[src/logic/dscd_pkg.sv]
`default_nettype none
package dscd_pkg;
    // Frame layout
    localparam int          FRAME_BITS = 24;
    localparam logic [4:0]  CNT_MAX    = 5'h1f;
    localparam int          POS_RW     = 23;
    localparam int          POS_SEL_HI = 21;
    localparam int          POS_SEL_LO = 19;
    localparam int          POS_CH_HI  = 18;
    localparam int          POS_CH_LO  = 16;
    localparam int          HDR_LO     = 16;

    // Target select codes
    localparam logic [2:0]  SEL_FUNC   = 3'h0;
    localparam logic [2:0]  SEL_DATA   = 3'h2;
    localparam logic [2:0]  SEL_COARSE = 3'h3;
    localparam logic [2:0]  SEL_FINE   = 3'h4;
    localparam logic [2:0]  SEL_OFFSET = 3'h5;

    // Channel codes
    localparam logic [2:0]  CH_D       = 3'h3;
    localparam logic [2:0]  CH_ALL     = 3'h4;

    // Function register addresses
    localparam logic [2:0]  FN_NO_OP   = 3'h0;
    localparam logic [2:0]  FN_CTRL    = 3'h1;
    localparam logic [2:0]  FN_CLEAR   = 3'h4;
    localparam logic [2:0]  FN_LOAD    = 3'h5;

    // Control bit positions
    localparam int          CTL_W      = 6;
    localparam int          CTL_LGO    = 5;
    localparam int          CTL_DIR1   = 4;
    localparam int          CTL_VAL1   = 3;
    localparam int          CTL_DIR0   = 2;
    localparam int          CTL_VAL0   = 1;
    localparam int          CTL_RB_DIS = 0;

    // Reset values
    localparam logic [5:0]  CTRL_RESET = 6'h00;
    localparam logic [15:0] MEM_RESET  = 16'h0000;

    // Implemented field widths per register type
    localparam logic [15:0] MASK_DATA   = 16'hffff;
    localparam logic [15:0] MASK_COARSE = 16'h0003;
    localparam logic [15:0] MASK_FINE   = 16'h003f;
    localparam logic [15:0] MASK_OFFSET = 16'h00ff;

    typedef enum logic [1:0] {
        ST_IDLE  = 2'b00,
        ST_WRITE = 2'b01,
        ST_READ  = 2'b10
    } dscd_state_t;
endpackage
`default_nettype wire

[src/logic/dscd_top.sv]
`default_nettype none
module dscd_top (
    input  wire logic clk,
    input  wire logic resetn,
    input  wire logic sclk_in,
    input  wire logic sync_n_in,
    input  wire logic sdin,
    output var  logic serial_readback_out,
    output var  logic serial_readback_oe_n,
    input  wire logic io_pin_zero_in,
    output var  logic io_pin_zero_out,
    output var  logic io_pin_zero_oe_n,
    input  wire logic io_pin_one_in,
    output var  logic io_pin_one_out,
    output var  logic io_pin_one_oe_n,
    output var  logic local_gnd_adj_en,
    output var  logic dac_clear_pulse,
    output var  logic dac_load_pulse
);
    import dscd_pkg::*;

    logic [2:0]       sclk_q, sync_q;
    logic [1:0]       din_q, io0_q, io1_q;
    logic             sclk_fall, sclk_rise, sync_fall, sync_rise, frame_act;
    logic [4:0]       cnt_reg;
    logic [23:0]      shift_reg, frame_reg, rb_word;
    logic             exec_reg, rb_out_reg, rb_load, mem_we, all_reg;
    logic             cmd_rd;
    logic [2:0]       cmd_sel, cmd_ch;
    logic [15:0]      cmd_data, rdata, ctrl_view;
    logic [5:0]       ctrl_reg, ctrl_next;
    logic [1:0]       chan_reg;
    logic             wipe_reg, load_reg;
    logic             exec_func, exec_reg_ok;
    dscd_state_t      state_reg;

    // Channel register type index, valid for select codes 010..101
    function automatic logic [1:0] mem_type(input logic [2:0] sel);
        logic [2:0] t;
        t = sel - SEL_DATA;
        return t[1:0];
    endfunction

    function automatic logic is_chan_sel(input logic [2:0] sel);
        return (sel >= SEL_DATA) && (sel <= SEL_OFFSET);
    endfunction

    function automatic logic [15:0] field_mask(input logic [2:0] sel);
        case (sel)
            SEL_COARSE: return MASK_COARSE;
            SEL_FINE:   return MASK_FINE;
            SEL_OFFSET: return MASK_OFFSET;
            default:    return MASK_DATA;
        endcase
    endfunction

    // Two-stage synchronisers for pins
    always_ff @(posedge clk or negedge resetn)
    begin
        if (!resetn)
        begin
            sclk_q <= 3'h0;
            sync_q <= 3'h7;
            din_q  <= 2'h0;
            io0_q  <= 2'h3;
            io1_q  <= 2'h3;
        end
        else
        begin
            sclk_q <= {sclk_q[1:0], sclk_in};
            sync_q <= {sync_q[1:0], sync_n_in};
            din_q  <= {din_q[0], sdin};
            io0_q  <= {io0_q[0], io_pin_zero_in};
            io1_q  <= {io1_q[0], io_pin_one_in};
        end
    end

    // Edge detection on second and third stages
    assign sclk_fall = sclk_q[2] & ~sclk_q[1];
    assign sclk_rise = ~sclk_q[2] & sclk_q[1];
    assign sync_fall = sync_q[2] & ~sync_q[1];
    assign sync_rise = ~sync_q[2] & sync_q[1];
    assign frame_act = ~sync_q[1];

    // Falling edge counter, restarted by select fall
    always_ff @(posedge clk or negedge resetn)
    begin
        if (!resetn)
        begin
            cnt_reg <= 5'h00;
        end
        else if (sync_fall)
        begin
            cnt_reg <= 5'h00;
        end
        else if (frame_act && sclk_fall && cnt_reg != CNT_MAX)
        begin
            cnt_reg <= cnt_reg + 5'h01;
        end
    end

    // Input shift, MSB first; readback word replaces it between frames
    always_ff @(posedge clk or negedge resetn)
    begin
        if (!resetn)
        begin
            shift_reg <= 24'h000000;
        end
        else if (rb_load)
        begin
            shift_reg <= rb_word;
        end
        else if (frame_act && sclk_fall)
        begin
            shift_reg <= {shift_reg[22:0], din_q[1]};
        end
    end

    // Latch frame on select rise when enough edges were seen
    always_ff @(posedge clk or negedge resetn)
    begin
        if (!resetn)
        begin
            frame_reg <= 24'h000000;
            exec_reg  <= 1'b0;
        end
        else
        begin
            exec_reg <= sync_rise && (cnt_reg >= 5'(FRAME_BITS));
            if (sync_rise && (cnt_reg >= 5'(FRAME_BITS)))
            begin
                frame_reg <= shift_reg;
            end
        end
    end

    // Serial output changes on clock rise, first bit at select fall
    always_ff @(posedge clk or negedge resetn)
    begin
        if (!resetn)
        begin
            rb_out_reg <= 1'b0;
        end
        else if (sync_fall || (frame_act && sclk_rise))
        begin
            rb_out_reg <= shift_reg[23];
        end
    end

    // Field split of the latched frame
    assign cmd_rd   = frame_reg[POS_RW];
    assign cmd_sel  = frame_reg[POS_SEL_HI:POS_SEL_LO];
    assign cmd_ch   = frame_reg[POS_CH_HI:POS_CH_LO];
    assign cmd_data = frame_reg[15:0];
    assign exec_func   = exec_reg && (cmd_sel == SEL_FUNC) && !cmd_rd;
    assign exec_reg_ok = exec_reg && is_chan_sel(cmd_sel) && (cmd_ch <= CH_ALL);

    // Sequencer for channel writes and reads
    always_ff @(posedge clk or negedge resetn)
    begin
        if (!resetn)
        begin
            state_reg <= ST_IDLE;
            chan_reg  <= 2'h0;
            all_reg   <= 1'b0;
        end
        else
        begin
            case (state_reg)
                ST_IDLE:
                begin
                    if (exec_reg_ok)
                    begin
                        chan_reg <= cmd_ch[1:0];
                        all_reg  <= (cmd_ch == CH_ALL);
                        state_reg <= cmd_rd ? ST_READ : ST_WRITE;
                    end
                end
                ST_WRITE:
                begin
                    if (all_reg && chan_reg != CH_D[1:0])
                    begin
                        chan_reg <= chan_reg + 2'h1;
                    end
                    else
                    begin
                        state_reg <= ST_IDLE;
                    end
                end
                ST_READ:
                begin
                    state_reg <= ST_IDLE;
                end
                default:
                begin
                    state_reg <= ST_IDLE;
                end
            endcase
        end
    end

    assign mem_we = (state_reg == ST_WRITE);

    dscd_regmem u_mem (
        .clk    (clk),
        .resetn (resetn),
        .we     (mem_we),
        .waddr  ({mem_type(cmd_sel), chan_reg}),
        .wdata  (cmd_data & field_mask(cmd_sel)),
        .raddr  ({mem_type(cmd_sel), cmd_ch[1:0]}),
        .rdata  (rdata)
    );

    // Control view: input pins report their sampled level
    always_comb
    begin
        ctrl_view = 16'h0000;
        ctrl_view[5:0] = ctrl_reg;
        if (!ctrl_reg[CTL_DIR1])
        begin
            ctrl_view[CTL_VAL1] = io1_q[1];
        end
        if (!ctrl_reg[CTL_DIR0])
        begin
            ctrl_view[CTL_VAL0] = io0_q[1];
        end
    end

    // Readback word: echoed header and register contents
    assign rb_load = (state_reg == ST_READ)
                   || (exec_reg && cmd_rd && cmd_sel == SEL_FUNC);
    assign rb_word = {frame_reg[23:HDR_LO], (state_reg == ST_READ) ? rdata : ctrl_view};

    // Written control bits; value of an input pin keeps its old state
    always_comb
    begin
        ctrl_next = cmd_data[5:0];
        if (!cmd_data[CTL_DIR1])
        begin
            ctrl_next[CTL_VAL1] = ctrl_reg[CTL_VAL1];
        end
        if (!cmd_data[CTL_DIR0])
        begin
            ctrl_next[CTL_VAL0] = ctrl_reg[CTL_VAL0];
        end
    end

    // Function register execution
    always_ff @(posedge clk or negedge resetn)
    begin
        if (!resetn)
        begin
            ctrl_reg <= CTRL_RESET;
            wipe_reg <= 1'b0;
            load_reg <= 1'b0;
        end
        else
        begin
            wipe_reg <= exec_func && (cmd_ch == FN_CLEAR);
            load_reg <= exec_func && (cmd_ch == FN_LOAD);
            if (exec_func && (cmd_ch == FN_CTRL))
            begin
                ctrl_reg <= ctrl_next;
            end
        end
    end

    // Pin and status outputs
    assign io_pin_one_out       = ctrl_reg[CTL_VAL1];
    assign io_pin_one_oe_n      = ~ctrl_reg[CTL_DIR1];
    assign io_pin_zero_out      = ctrl_reg[CTL_VAL0];
    assign io_pin_zero_oe_n     = ~ctrl_reg[CTL_DIR0];
    assign local_gnd_adj_en     = ctrl_reg[CTL_LGO];
    assign serial_readback_oe_n = ctrl_reg[CTL_RB_DIS];
    assign serial_readback_out  = rb_out_reg;
    assign dac_clear_pulse      = wipe_reg;
    assign dac_load_pulse       = load_reg;

    // Checks
    property p_frame_len;
        @(posedge clk) disable iff (!resetn)
        (sync_rise && cnt_reg < 5'(FRAME_BITS)) |=> !exec_reg;
    endproperty
    a_frame_len: assert property (p_frame_len) else $error("short frame executed");

    property p_latch;
        @(posedge clk) disable iff (!resetn)
        (sync_rise && cnt_reg >= 5'(FRAME_BITS)) |=> (exec_reg && frame_reg == $past(shift_reg));
    endproperty
    a_latch: assert property (p_latch) else $error("frame not latched");

    property p_no_op;
        @(posedge clk) disable iff (!resetn)
        (exec_func && cmd_ch == FN_NO_OP) |=> ($stable(ctrl_reg) && !wipe_reg && !load_reg);
    endproperty
    a_no_op: assert property (p_no_op) else $error("no-op changed state");

    property p_ctrl_wr;
        @(posedge clk) disable iff (!resetn)
        (exec_func && cmd_ch == FN_CTRL) |=>
            (local_gnd_adj_en == $past(cmd_data[CTL_LGO])
             && serial_readback_oe_n == $past(cmd_data[CTL_RB_DIS]));
    endproperty
    a_ctrl_wr: assert property (p_ctrl_wr) else $error("control write lost");

    property p_in_value;
        @(posedge clk) disable iff (!resetn)
        (exec_func && cmd_ch == FN_CTRL && !cmd_data[CTL_DIR0]) |=> $stable(io_pin_zero_out);
    endproperty
    a_in_value: assert property (p_in_value) else $error("input value bit written");

    property p_dir;
        @(posedge clk) disable iff (!resetn)
        (exec_func && cmd_ch == FN_CTRL) |=> (io_pin_one_oe_n == !$past(cmd_data[CTL_DIR1]));
    endproperty
    a_dir: assert property (p_dir) else $error("direction not applied");

    property p_clear;
        @(posedge clk) disable iff (!resetn)
        (exec_func && cmd_ch == FN_CLEAR) |=> (dac_clear_pulse ##1 !dac_clear_pulse);
    endproperty
    a_clear: assert property (p_clear) else $error("clear pulse wrong");

    property p_load;
        @(posedge clk) disable iff (!resetn)
        dac_load_pulse |-> ($past(exec_func) && $past(cmd_ch) == FN_LOAD);
    endproperty
    a_load: assert property (p_load) else $error("load without command");

    property p_all;
        @(posedge clk) disable iff (!resetn)
        (exec_reg_ok && !cmd_rd && cmd_ch == CH_ALL) |=> mem_we [*4] ##1 !mem_we;
    endproperty
    a_all: assert property (p_all) else $error("broadcast write not four");

    property p_undef;
        @(posedge clk) disable iff (!resetn)
        (exec_reg && !is_chan_sel(cmd_sel) && cmd_sel != SEL_FUNC) |=>
            ($stable(ctrl_reg) && state_reg == ST_IDLE && !rb_load);
    endproperty
    a_undef: assert property (p_undef) else $error("undefined frame acted");

    property p_read;
        @(posedge clk) disable iff (!resetn)
        (exec_reg_ok && cmd_rd) |=> rb_load ##1 (shift_reg[15:0] == $past(rdata));
    endproperty
    a_read: assert property (p_read) else $error("readback not loaded");
endmodule
`default_nettype wire

[src/logic/dscd_regmem.sv]
`default_nettype none
module dscd_regmem (
    input  wire logic        clk,
    input  wire logic        resetn,
    input  wire logic        we,
    input  wire logic [3:0]  waddr,
    input  wire logic [15:0] wdata,
    input  wire logic [3:0]  raddr,
    output var  logic [15:0] rdata
);
    import dscd_pkg::*;

    logic [15:0] mem [16];

    // Channel register array, zero code after reset
    always_ff @(posedge clk or negedge resetn)
    begin
        if (!resetn)
        begin
            for (int i = 0; i < 16; i++)
            begin
                mem[i] <= MEM_RESET;
            end
        end
        else if (we)
        begin
            mem[waddr] <= wdata;
        end
    end

    // Registered read port
    always_ff @(posedge clk or negedge resetn)
    begin
        if (!resetn)
        begin
            rdata <= MEM_RESET;
        end
        else
        begin
            rdata <= mem[raddr];
        end
    end
endmodule
`default_nettype wire

[config.mk]
export PLATFORM = sky130hd
export DESIGN_NAME = dscd_top
export DESIGN_NICKNAME = d
export VERILOG_FILES = /design/src/logic/dscd_pkg.sv /design/src/logic/dscd_top.sv /design/src/logic/dscd_regmem.sv
export SDC_FILE = /design/constraint.sdc
export NUM_CORES = 1
export LEC_CHECK = 0
export BUFFER_PORTS_ARGS = -buffer_cell sky130_fd_sc_hd__buf_4
export CAP_MARGIN = 10
export CORE_ASPECT_RATIO = 1.5
export CORE_UTILIZATION = 35
export DETAILED_ROUTE_END_ITERATION = 7
export SLEW_MARGIN = 40
export SYNTH_ARGS = -nofsm -noshare
export SYNTH_HDL_FRONTEND = slang
export SYNTH_SLANG_ARGS = --single-unit
[constraint.sdc]
create_clock -name clk -period 2.3 [get_ports clk]
set_input_delay 0.115 -clock clk [delete_from_list [all_inputs] [get_ports clk]]
set_output_delay 0.115 -clock clk [all_outputs]
set_load 0.05 [all_outputs]
==> metrics.yaml, run 1 <==
status: "complete, no violations"
cts.sinks: 352
synth_edf_count: 0
antenna_cells: 0
final_cell_mix: "dfrtp_1 (343), mux2_2 (283), mux4_2 (64)"
cts_resized: 0
synth_seq_cells: 352
final_common_cell: "dfrtp_1"
antenna_found_initial: 0
setup_viol: 0
hpwl_mm: 22.9
p_leak_nw: 8.47
htreeDepth: 2
syn_nets: 1036
r2r_start: "cnt_reg[0]"
synth.avg_cell_area_um2: 15.5
dieArea_um2: 46100
ys_seq_area_share_pct: 55.7
pin_count: 16
vdd_ir_drop_max_mv: 0.422
p_total_mw: 12.7
worstMarginPinSlew_ns: 0.862
syn_to_final_growth_pct: 14.9
hold_viol_final: 0
cp-start-kind: "flip-flop"
routed_wl_mm: 36.2
timing.final.crit_share_pct: 91.2
drive_gt1_share_pct: 48.8
first_pass_iters: 4
synthArstFlopShare_pct: 100
num_vias: 8579
fin_setup_tns_ns: 0
overflow: 0
cpMaxStageDelayCell: "or4b_4"
maxCapViolCount: 0
ys.flop_type: "dfrtp_1"
yosysWarningCount: 0
post-route-min-period_ns: 2.10
synth_area_um2: 15800
root_buffer: "clkbuf_16"
power_density_nw_per_um2: 700
row_count: 95
max_freq_mhz: 477
start_util_pct: 35.4
critical_path.max_stage_delay_ns: 0.52
setup.worst_path.class: "reg2reg"
grt_usage_pct: 16.3
worstPathCellList: "ha_1 -> and3_1 -> ha_1 -> or4b_4 -> or3_1 -> a21oi_1"
path_clk_slew_ns: 0.06
viasPerCell: 5.14
gp_congestion: 0.774
cts_buffer_depth: 3
io_buffers: 15
hold_path_class: "in2async"
drt_iter0_markers: 482
path_max_fanout: 6
cts_tree: "built"
reg2reg_to: "cnt_reg[3]"
cts_buffers: 34
clock_latency_ns: 0.52
rrSetupSlack_ns: 0.20
die_w_um: 176
die_y_um: 262
finalClockSkew_ns: 0.0140
largest_register_ffs: 256
cpLargestDelayFamily: "simple AND/OR/NAND/NOR gates"
cp.arrival_ns: 2.54
yosysUniqueCellTypes: 58
drv_slew: 0
grt_pass1_wl_mm: 57.2
drc: 0
rsz0062_at_grt: "no"
crit_top_cell: "ha_1"
grt_pass1_vias: 9406
ant_nets: 0
critPathBufInv: 0
cp.required_ns: 2.74
wl_per_cell_um: 21.7
syn_inst: 1022
r2r_cells: 6
slew_headroom_pct: 42.5
finalNetCount: 1077
endpoint_kind: "flip-flop"
coreArea_um2: 44700
grt_max_degree: 108
==> worst max-delay path by stage <==
stage                  startpoint        endpoint  slack, ns  depth (start not counted)
global route           cnt_reg[0]      cnt_reg[3]       0.12                          6
finish                 cnt_reg[0]      cnt_reg[3]       0.20                          6
detailed placement     cnt_reg[0]      cnt_reg[3]       0.20                          6
floorplan              cnt_reg[0]      cnt_reg[3]       0.30                          6
CTS                    cnt_reg[0]      cnt_reg[3]       0.19                          6
global placement    frame_reg[20]  u_mem.mem[223]       0.21                          3
==> kinds of logic after synthesis <==
kind of cell,Yosys count,synth area share (%)
xor gates and xnor gates,2,0.111
buffers and inverters,90,3.46
and+or+nand+nor,115,5.30
AOI/OAI and AO/OA,75,3.37
muxes,381,31.5
adders and majority gates,7,0.554
DFF,352,55.7
==> cell usage after synthesis (6+ instances only) <==
cell type | instances | share of area (%)
a22oi_1 | 32 | 1.5
buf_2 | 17 | 0.54
buf_4 | 17 | 0.81
buf_6 | 15 | 1.1
clkbuf_1 | 22 | 0.52
dfrtp_1 | 345 | 55
dfstp_2 | 7 | 1.2
ha_1 | 7 | 0.55
inv_1 | 12 | 0.28
mux2_1 | 8 | 0.57
mux2_2 | 283 | 20
mux2i_1 | 26 | 1.6
mux4_2 | 64 | 9.1
nand2_1 | 37 | 0.88
nor2_2 | 10 | 0.40
nor2b_1 | 7 | 0.28
nor3_1 | 6 | 0.19
nor3b_4 | 7 | 0.83
o21ai_0 | 20 | 0.63
==> layout make-up <==
| type | instances | area [µm²] |
|---|---|---|
| clock buffers | 49 | 1060 |
| clock inverters | 11 | 183 |
| fillers | 4112 | 26500 |
| inverters | 13 | 48.8 |
| multi-input cells | 580 | 6490 |
| flip-flops and latches | 352 | 8820 |
| well taps | 582 | 728 |
| repair buffers | 82 | 838 |
==> layer usage <==
| layer | track usage [%] | vias up | routed length (µm) |
|---|---|---|---|
| li1 | - | 3826 | - |
| met1 | 19.0 | 4588 | 14100 |
| met2 | 30.5 | 110 | 20200 |
| met3 | 1.87 | 55 | 978 |
| met4 | 5.22 | 0 | 910 |
| met5 | 0 | - | 0 |
==> what timing repair did <==
item | in CTS | in global routing
setup buffers | 0 | 0
hold buffers | 6 | 0
endpoints found under the hold margin | 148 | 0
==> per-stage QoR <==
stage / cells / instance area [µm²] / hold slack (ns) / utilization, % / setup slack [ns]
after floorplan: 1022 / 15800 / -0.181 / - / 0.297
after global placement: 1603 / 16900 / 0.0476 / 37.7 / 0.213
after detailed placement: 1603 / 16900 / 0.0507 / 37.8 / 0.201
after CTS: 1669 / 18200 / 0.0966 / 40.7 / 0.195
after global routing: 1669 / 18200 / 0.113 / 40.7 / 0.120
final: 1669 / 18200 / 0.0954 / 40.7 / 0.202
==> where the power goes <==
part | leakage [nW] | switching (mW) | internal, mW | total, mW
clock network | 0.615 | 2.39 | 3.77 | 6.16
registers | 4.87 | 0.0563 | 6.25 | 6.31
logic | 2.98 | 0.166 | 0.0845 | 0.250
(Power assumes the default switching activity.)
==> inputs of run 2 (changes only) <==
--- a/config.mk
+++ b/config.mk
@@ -10,6 +10,7 @@
 export CORE_ASPECT_RATIO = 1.5
 export CORE_UTILIZATION = 35
 export DETAILED_ROUTE_END_ITERATION = 7
+export SETUP_SLACK_MARGIN = 0.3
 export SLEW_MARGIN = 40
 export SYNTH_ARGS = -nofsm -noshare
 export SYNTH_HDL_FRONTEND = slang
==> run 2 against run 1 <==
- count of clock-buffer cells in the layout up 2
- via count up 1.2%
- sequential power about the same
- cell area up 0.14%
- flip-flop and latch count unchanged
- critical path depth unchanged
- utilization up 0.056 points
- register-to-register slack better by 0.05 ns
- combinational power up 7%
- first-iteration DRC count up 4.4%
- clock skew up 0.012 ns
- setup slack better by 0.046 ns
==> metrics.yaml, run 2 (synthesized netlist as in run 1, its figures left out) <==
drt_iter0_markers: 503  # +4.4%
endpoint_kind: "flip-flop"
cts.sinks: 352  # unchanged
die_y_um: 262  # unchanged
fin_setup_tns_ns: 0  # unchanged
hold_path_class: "in2async"
cp.arrival_ns: 2.51  # -0.03 ns
htreeDepth: 2  # unchanged
path_max_fanout: 6  # unchanged
num_vias: 8679  # +1.2%
cts_buffer_depth: 3  # unchanged
row_count: 95  # unchanged
die_w_um: 176  # unchanged
maxCapViolCount: 0  # unchanged
slew_headroom_pct: 50.7  # +8.2 points
viasPerCell: 5.18  # +0.74%
rsz0062_at_grt: "yes"
power_density_nw_per_um2: 679  # -2.9%
place_ws_ns: 0.208  # +0.00741 ns
dieArea_um2: 46100  # unchanged
setup.worst_path.class: "reg2reg"
grt_pass1_vias: 9862  # +4.8%
timing.final.crit_share_pct: 89.2  # -2.0 points
antenna_cells: 0  # unchanged
cts_buffers: 35  # +2.9%
routed_wl_mm: 36.3  # +0.36%
cts_tree: "built"
syn_to_final_growth_pct: 15.1
worstPathCellList: "ha_2 -> and3_4 -> ha_4 -> or4b_4 -> or3_4 -> a21oi_2"
p_leak_nw: 8.43  # -0.44%
setup_viol: 0  # unchanged
finalNetCount: 1083  # +0.56%
critPathBufInv: 0  # unchanged
antenna_found_initial: 0  # unchanged
drive_gt1_share_pct: 49.2  # +0.42 points
drv_slew: 0  # unchanged
coreArea_um2: 44700  # unchanged
finalClockSkew_ns: 0.0257  # +0.0117 ns
final_cell_mix: "dfrtp_1 (342), mux2_2 (283), mux4_2 (64)"
root_buffer: "clkbuf_16"
path_clk_slew_ns: 0.06  # about the same
drc: 0  # unchanged
cp.required_ns: 2.76  # +0.02 ns
gp_congestion: 0.784  # +1.3%
hold_viol_final: 0  # unchanged
hpwl_mm: 22.5  # -1.8%
final_common_cell: "dfrtp_1"
vdd_ir_drop_max_mv: 0.372  # -12%
cp-start-kind: "flip-flop"
first_pass_iters: 4  # unchanged
wl_met2_mm: 19.3  # -4.1%
start_util_pct: 35.4  # unchanged
clock_latency_ns: 0.54  # +0.02 ns
worstMarginPinSlew_ns: 0.736  # -0.126 ns
ant_nets: 0  # unchanged
largest_register_ffs: 256  # unchanged
wl_per_cell_um: 21.6  # about the same
grt_max_degree: 75  # -31%
top_layer_used: "met4"
met1Wirelength_mm: 14.7  # +4.3%
met3WireLength_mm: 1.01  # +3.5%
cpMaxStageDelayCell: "or4b_4"
cpLargestDelayFamily: "simple AND/OR/NAND/NOR gates"
layout_setup_ws_ns: 0.248  # +0.0458 ns
rrSetupSlack_ns: 0.25  # +0.05 ns
max_freq_mhz: 487  # +2.2%
grt_usage_pct: 16.4  # +0.14 points
grt_pass1_wl_mm: 58.0  # +1.4%
critical_path.max_stage_delay_ns: 0.56  # +0.04 ns
p_total_mw: 12.4  # -2.8%
pin_count: 16  # unchanged
overflow: 0  # unchanged
status: "complete, no violations"
post-route-min-period_ns: 2.05  # -0.0458 ns
io_buffers: 15  # unchanged
[run 2: changes by cell type in the layout (fill, tap and decap cells not counted), sizes merged]
cell / change
buf: +4
clkinvlp: +1
clkbuf: +3
bufinv: -2
inv: +1
[run 2: worst register-to-register path: stages (launching register included)]
cell	delay (ns)
dfrtp_1	0.39
ha_2	0.19
and3_4	0.18
ha_4	0.15
or4b_4	0.56
or3_4	0.39
a21oi_2	0.12
[run 2: routing by layer]
| layer | up-vias | GRT usage [%] |
|---|---|---|
| met5 | - | 0 |
| met4 | 0 | 6.30 |
| met3 | 56 | 1.95 |
| met2 | 126 | 29.7 |
| met1 | 4669 | 19.7 |
| li1 | 3828 | - |
[run 2: timing repair]
item	4_1_cts	5_1_grt
resized for setup	1	10
pin swaps	0	6
endpoints found under the hold margin	166	0
setup endpoints to repair	17	115
buffers inserted	2	4
hold buffers	6	0
[run 2: final timing paths]
path,from,to,depth (start not counted)
worst max-delay path,cnt_reg[0],cnt_reg[2],6
worst max register to register,cnt_reg[0],cnt_reg[2],6
min in group clk,sdin,din_q[0],2
max in group asynchronous,resetn,u_mem.mem[177],3
worst min-delay path,resetn,frame_reg[3],2
worst min register to register,sclk_q[0],sclk_q[1],0
[run 2: per-stage QoR]
step	hold slack (ns)	utilization, %	area (µm²)	instances
5_1_grt	0.147	40.7	18200	1676
2_1_floorplan	-0.181	-	15800	1022
6_report	0.109	40.7	18200	1676
4_1_cts	0.114	40.5	18100	1672
3_3_place_gp	0.0872	37.8	16900	1602
3_5_place_dp	0.0920	37.8	16900	1602
[run 2: area by class of cell]
cell class | instances | area [µm²]
Sequential cell | 352 | 8830
Multi-Input combinational cell | 580 | 6530
Fill cell | 4146 | 26500
Inverter | 13 | 48.8
Timing Repair Buffer | 87 | 922
Clock inverter | 11 | 150
Tap cell | 582 | 728
Clock buffer | 51 | 997
[run 2: power breakdown]
| part | internal [mW] | switching [mW] | total (mW) | leakage (nW) |
|---|---|---|---|---|
| Sequential | 6.26 | 0.0516 | 6.31 | 4.87 |
| Clock | 3.37 | 2.42 | 5.79 | 0.555 |
| Combinational | 0.0938 | 0.175 | 0.268 | 3.00 |
| Total | 9.72 | 2.64 | 12.4 | 8.43 |
==> inputs of run 3 (changes only) <==
--- a/config.mk
+++ b/config.mk
@@ -14,4 +14,5 @@
 export SLEW_MARGIN = 40
 export SYNTH_ARGS = -nofsm -noshare
 export SYNTH_HDL_FRONTEND = slang
+export SYNTH_HIERARCHICAL = 1
 export SYNTH_SLANG_ARGS = --single-unit
==> run 3 against run 2 <==
- register-to-register slack gained 0.14 ns
- combinational power up 9.0%
- fmax up 7.1%
- critical path type unchanged
- final cell count shrank 0.60%
- via count decreased by 0.16%
- largest power group unchanged
- setup slack improved by 0.14 ns
==> metrics.yaml, run 3 <==
status: "complete, no violations"
dieArea_um2: 45400  # -1.5%
synthArstFlopShare_pct: 100  # unchanged
final_cell_mix: "dfrtp_1 (342), mux2_2 (283), mux4_2 (64)"
path_max_fanout: 15  # +9
yosysWarningCount: 6  # +6
antenna_cells: 0  # unchanged
pin_count: 16  # unchanged
largest_register_ffs: 256  # unchanged
nFillCells: 3986  # -3.9%
vdd_ir_drop_max_mv: 0.417  # +12%
routed_wl_mm: 34.8  # -4.0%
yosysUniqueCellTypes: 55  # -5.2%
overflow: 0  # unchanged
cp.arrival_ns: 2.31  # -0.20 ns
dp_cells: 1596  # -0.37%
synth.avg_cell_area_um2: 15.4  # -0.83%
endpoint_kind: "flip-flop"
synth_seq_cells: 352  # unchanged
setup.worst_path.class: "reg2reg"
grt_max_degree: 78  # +4.0%
gp_congestion: 0.768  # -2.1%
row_count: 94  # -1.1%
cts_buffer_depth: 3  # unchanged
synth_area_um2: 15600  # -1.5%
power_density_nw_per_um2: 701  # +3.3%
rsz0062_at_grt: "no"
max_freq_mhz: 522  # +7.1%
wl_per_cell_um: 20.9  # -3.4%
synth_edf_count: 0  # unchanged
cts_tree: "built"
drc: 0  # unchanged
worstMarginPinSlew_ns: 0.713  # -0.0225 ns
grt_usage_pct: 16.0  # -0.47 points
final_common_cell: "dfrtp_1"
viasPerCell: 5.20  # +0.44%
syn_to_final_growth_pct: 16.3
p_leak_nw: 8.61  # +2.2%
htreeDepth: 2  # unchanged
setup_viol: 0  # unchanged
die_w_um: 174  # -0.75%
die_y_um: 260  # -0.75%
drive_gt1_share_pct: 49.4  # +0.18 points
yosys.area.top_type: "dfrtp_1"
finalNonFillerCells: 1666  # -0.60%
ys_seq_area_share_pct: 56.6  # +0.85 points
post-route-min-period_ns: 1.92  # -0.136 ns
cts_buffers: 34  # -2.9%
cts.sinks: 352  # unchanged
hold_viol_final: 0  # unchanged
yosysMostFrequentCell: "dfrtp_1"
ant_nets: 0  # unchanged
yosys-top-cells-count: "dfrtp_1 (345), mux2_2 (283), mux4_2 (64)"
io_buffers: 15  # unchanged
drv_slew: 0  # unchanged
maxCapViolCount: 0  # unchanged
yosysTopAreaCellShare_pct: 55.4  # +0.84 points
antenna_found_initial: 0  # unchanged
root_buffer: "clkbuf_16"
grt_pass1_vias: 9383  # -4.9%
first_pass_iters: 4  # unchanged
start_util_pct: 35.5  # +0.12 points
grt_pass1_wl_mm: 56.0  # -3.5%
clock_latency_ns: 0.52  # -0.02 ns
slew_headroom_pct: 52.5  # +1.7 points
syn_inst: 1015  # -0.68%
num_vias: 8665  # -0.16%
cp-start-kind: "flip-flop"
timing.final.crit_share_pct: 83.3  # -5.9 points
finalNetCount: 1076  # -0.65%
finalClockSkew_ns: 0.0140  # -0.0117 ns
coreArea_um2: 43900  # -1.8%
hpwl_mm: 22.6  # +0.11%
drt_iter0_markers: 362  # -28%
fin_setup_tns_ns: 0  # unchanged
syn_nets: 1026  # -0.97%
hold_path_class: "in2async"
path_clk_slew_ns: 0.07  # about the same
cp.required_ns: 2.70  # -0.06 ns
ys.flop_type: "dfrtp_1"
synth_area_leaders: "dfrtp_1 (55%), mux2_2 (20%), mux4_2 (9.3%)"
==> run 3: worst max-delay path, cell delays in order (launching register included) <==
cell	delay [ns]
dfrtp_1	0.41
clkinvlp_4	0.21
buf_4	0.21
or3_1	0.40
buf_4	0.25
mux2_2	0.30
==> run 3: final timing paths <==
check / depth (start not counted) / start / end / slack [ns]
setup / recovery: 5 / frame_reg[20] / u_mem/mem[234] / 0.38
hold / removal: 2 / resetn / frame_reg[0] / 0.19
setup reg to reg: 5 / frame_reg[20] / u_mem/mem[234] / 0.38
hold reg to reg: 0 / io0_q[0] / io0_q[1] / 0.35
max in group asynchronous: 3 / resetn / u_mem/mem[118] / 1.32
min in group clk: 2 / io_pin_one_in / io1_q[0] / 0.25
==> run 3: metal layers <==
| layer | vias up | part of all wire [%] | GRT usage [%] |
|---|---|---|---|
| met5 | - | 0 | 0 |
| met4 | 0 | 3.0 | 5.92 |
| met3 | 55 | 2.8 | 1.60 |
| met2 | 137 | 52 | 28.3 |
| met1 | 4649 | 42 | 20.1 |
| li1 | 3824 | - | - |
==> run 3: cell families (layout without fill, tap and decap cells) <==
group	Yosys count	in the layout	synth area share (%)
DFF	352	352	56.6
and+or+nand+nor	123	123	4.73
adders and majority gates	4	4	0.321
muxes	388	388	32.7
AOI/OAI and AO/OA	65	65	2.87
xor gates and xnor gates	2	2	0.112
buffers and inverters	81	156	2.66
==> run 3: power breakdown <==
part / total, mW / switching [mW] / internal (mW)
clock: 6.06 / 2.38 / 3.69
combinational: 0.292 / 0.180 / 0.112
sequential: 6.35 / 0.0744 / 6.27
total: 12.7 / 2.63 / 10.1
==> run 3: metrics by stage <==
step	cell area (µm²)	setup WS, ns	utilization (%)	power, mW	hold WS, ns
2_1_floorplan	15600	0.366	-	6.54	-0.181
3_3_place_gp	16800	0.337	38.2	6.75	0.156
3_5_place_dp	16800	0.311	38.2	6.76	0.161
4_1_cts	18100	0.300	41.2	12.9	0.221
5_1_grt	18100	0.294	41.3	13.1	0.238
6_report	18100	0.384	41.3	12.7	0.186
==> run 3: area by class of cell <==
class                      instances  area (µm²)  share of cell area (%)
clock buffer                      49        1030                    5.68
inverter                           8        33.8                   0.186
multi-input combinational        582        6410                    35.4
clock inverter                    12         196                    1.08
sequential                       352        8820                    48.7
timing repair buffer              87         900                    4.97
tap                              576         721                    3.98
==> run 3: timing repair <==
action                                 CTS  global route
hold buffers                             6             0
endpoints found under the hold margin   71             0
resized for setup                        0            13
setup endpoints to repair                0            95
setup buffers                            0             3
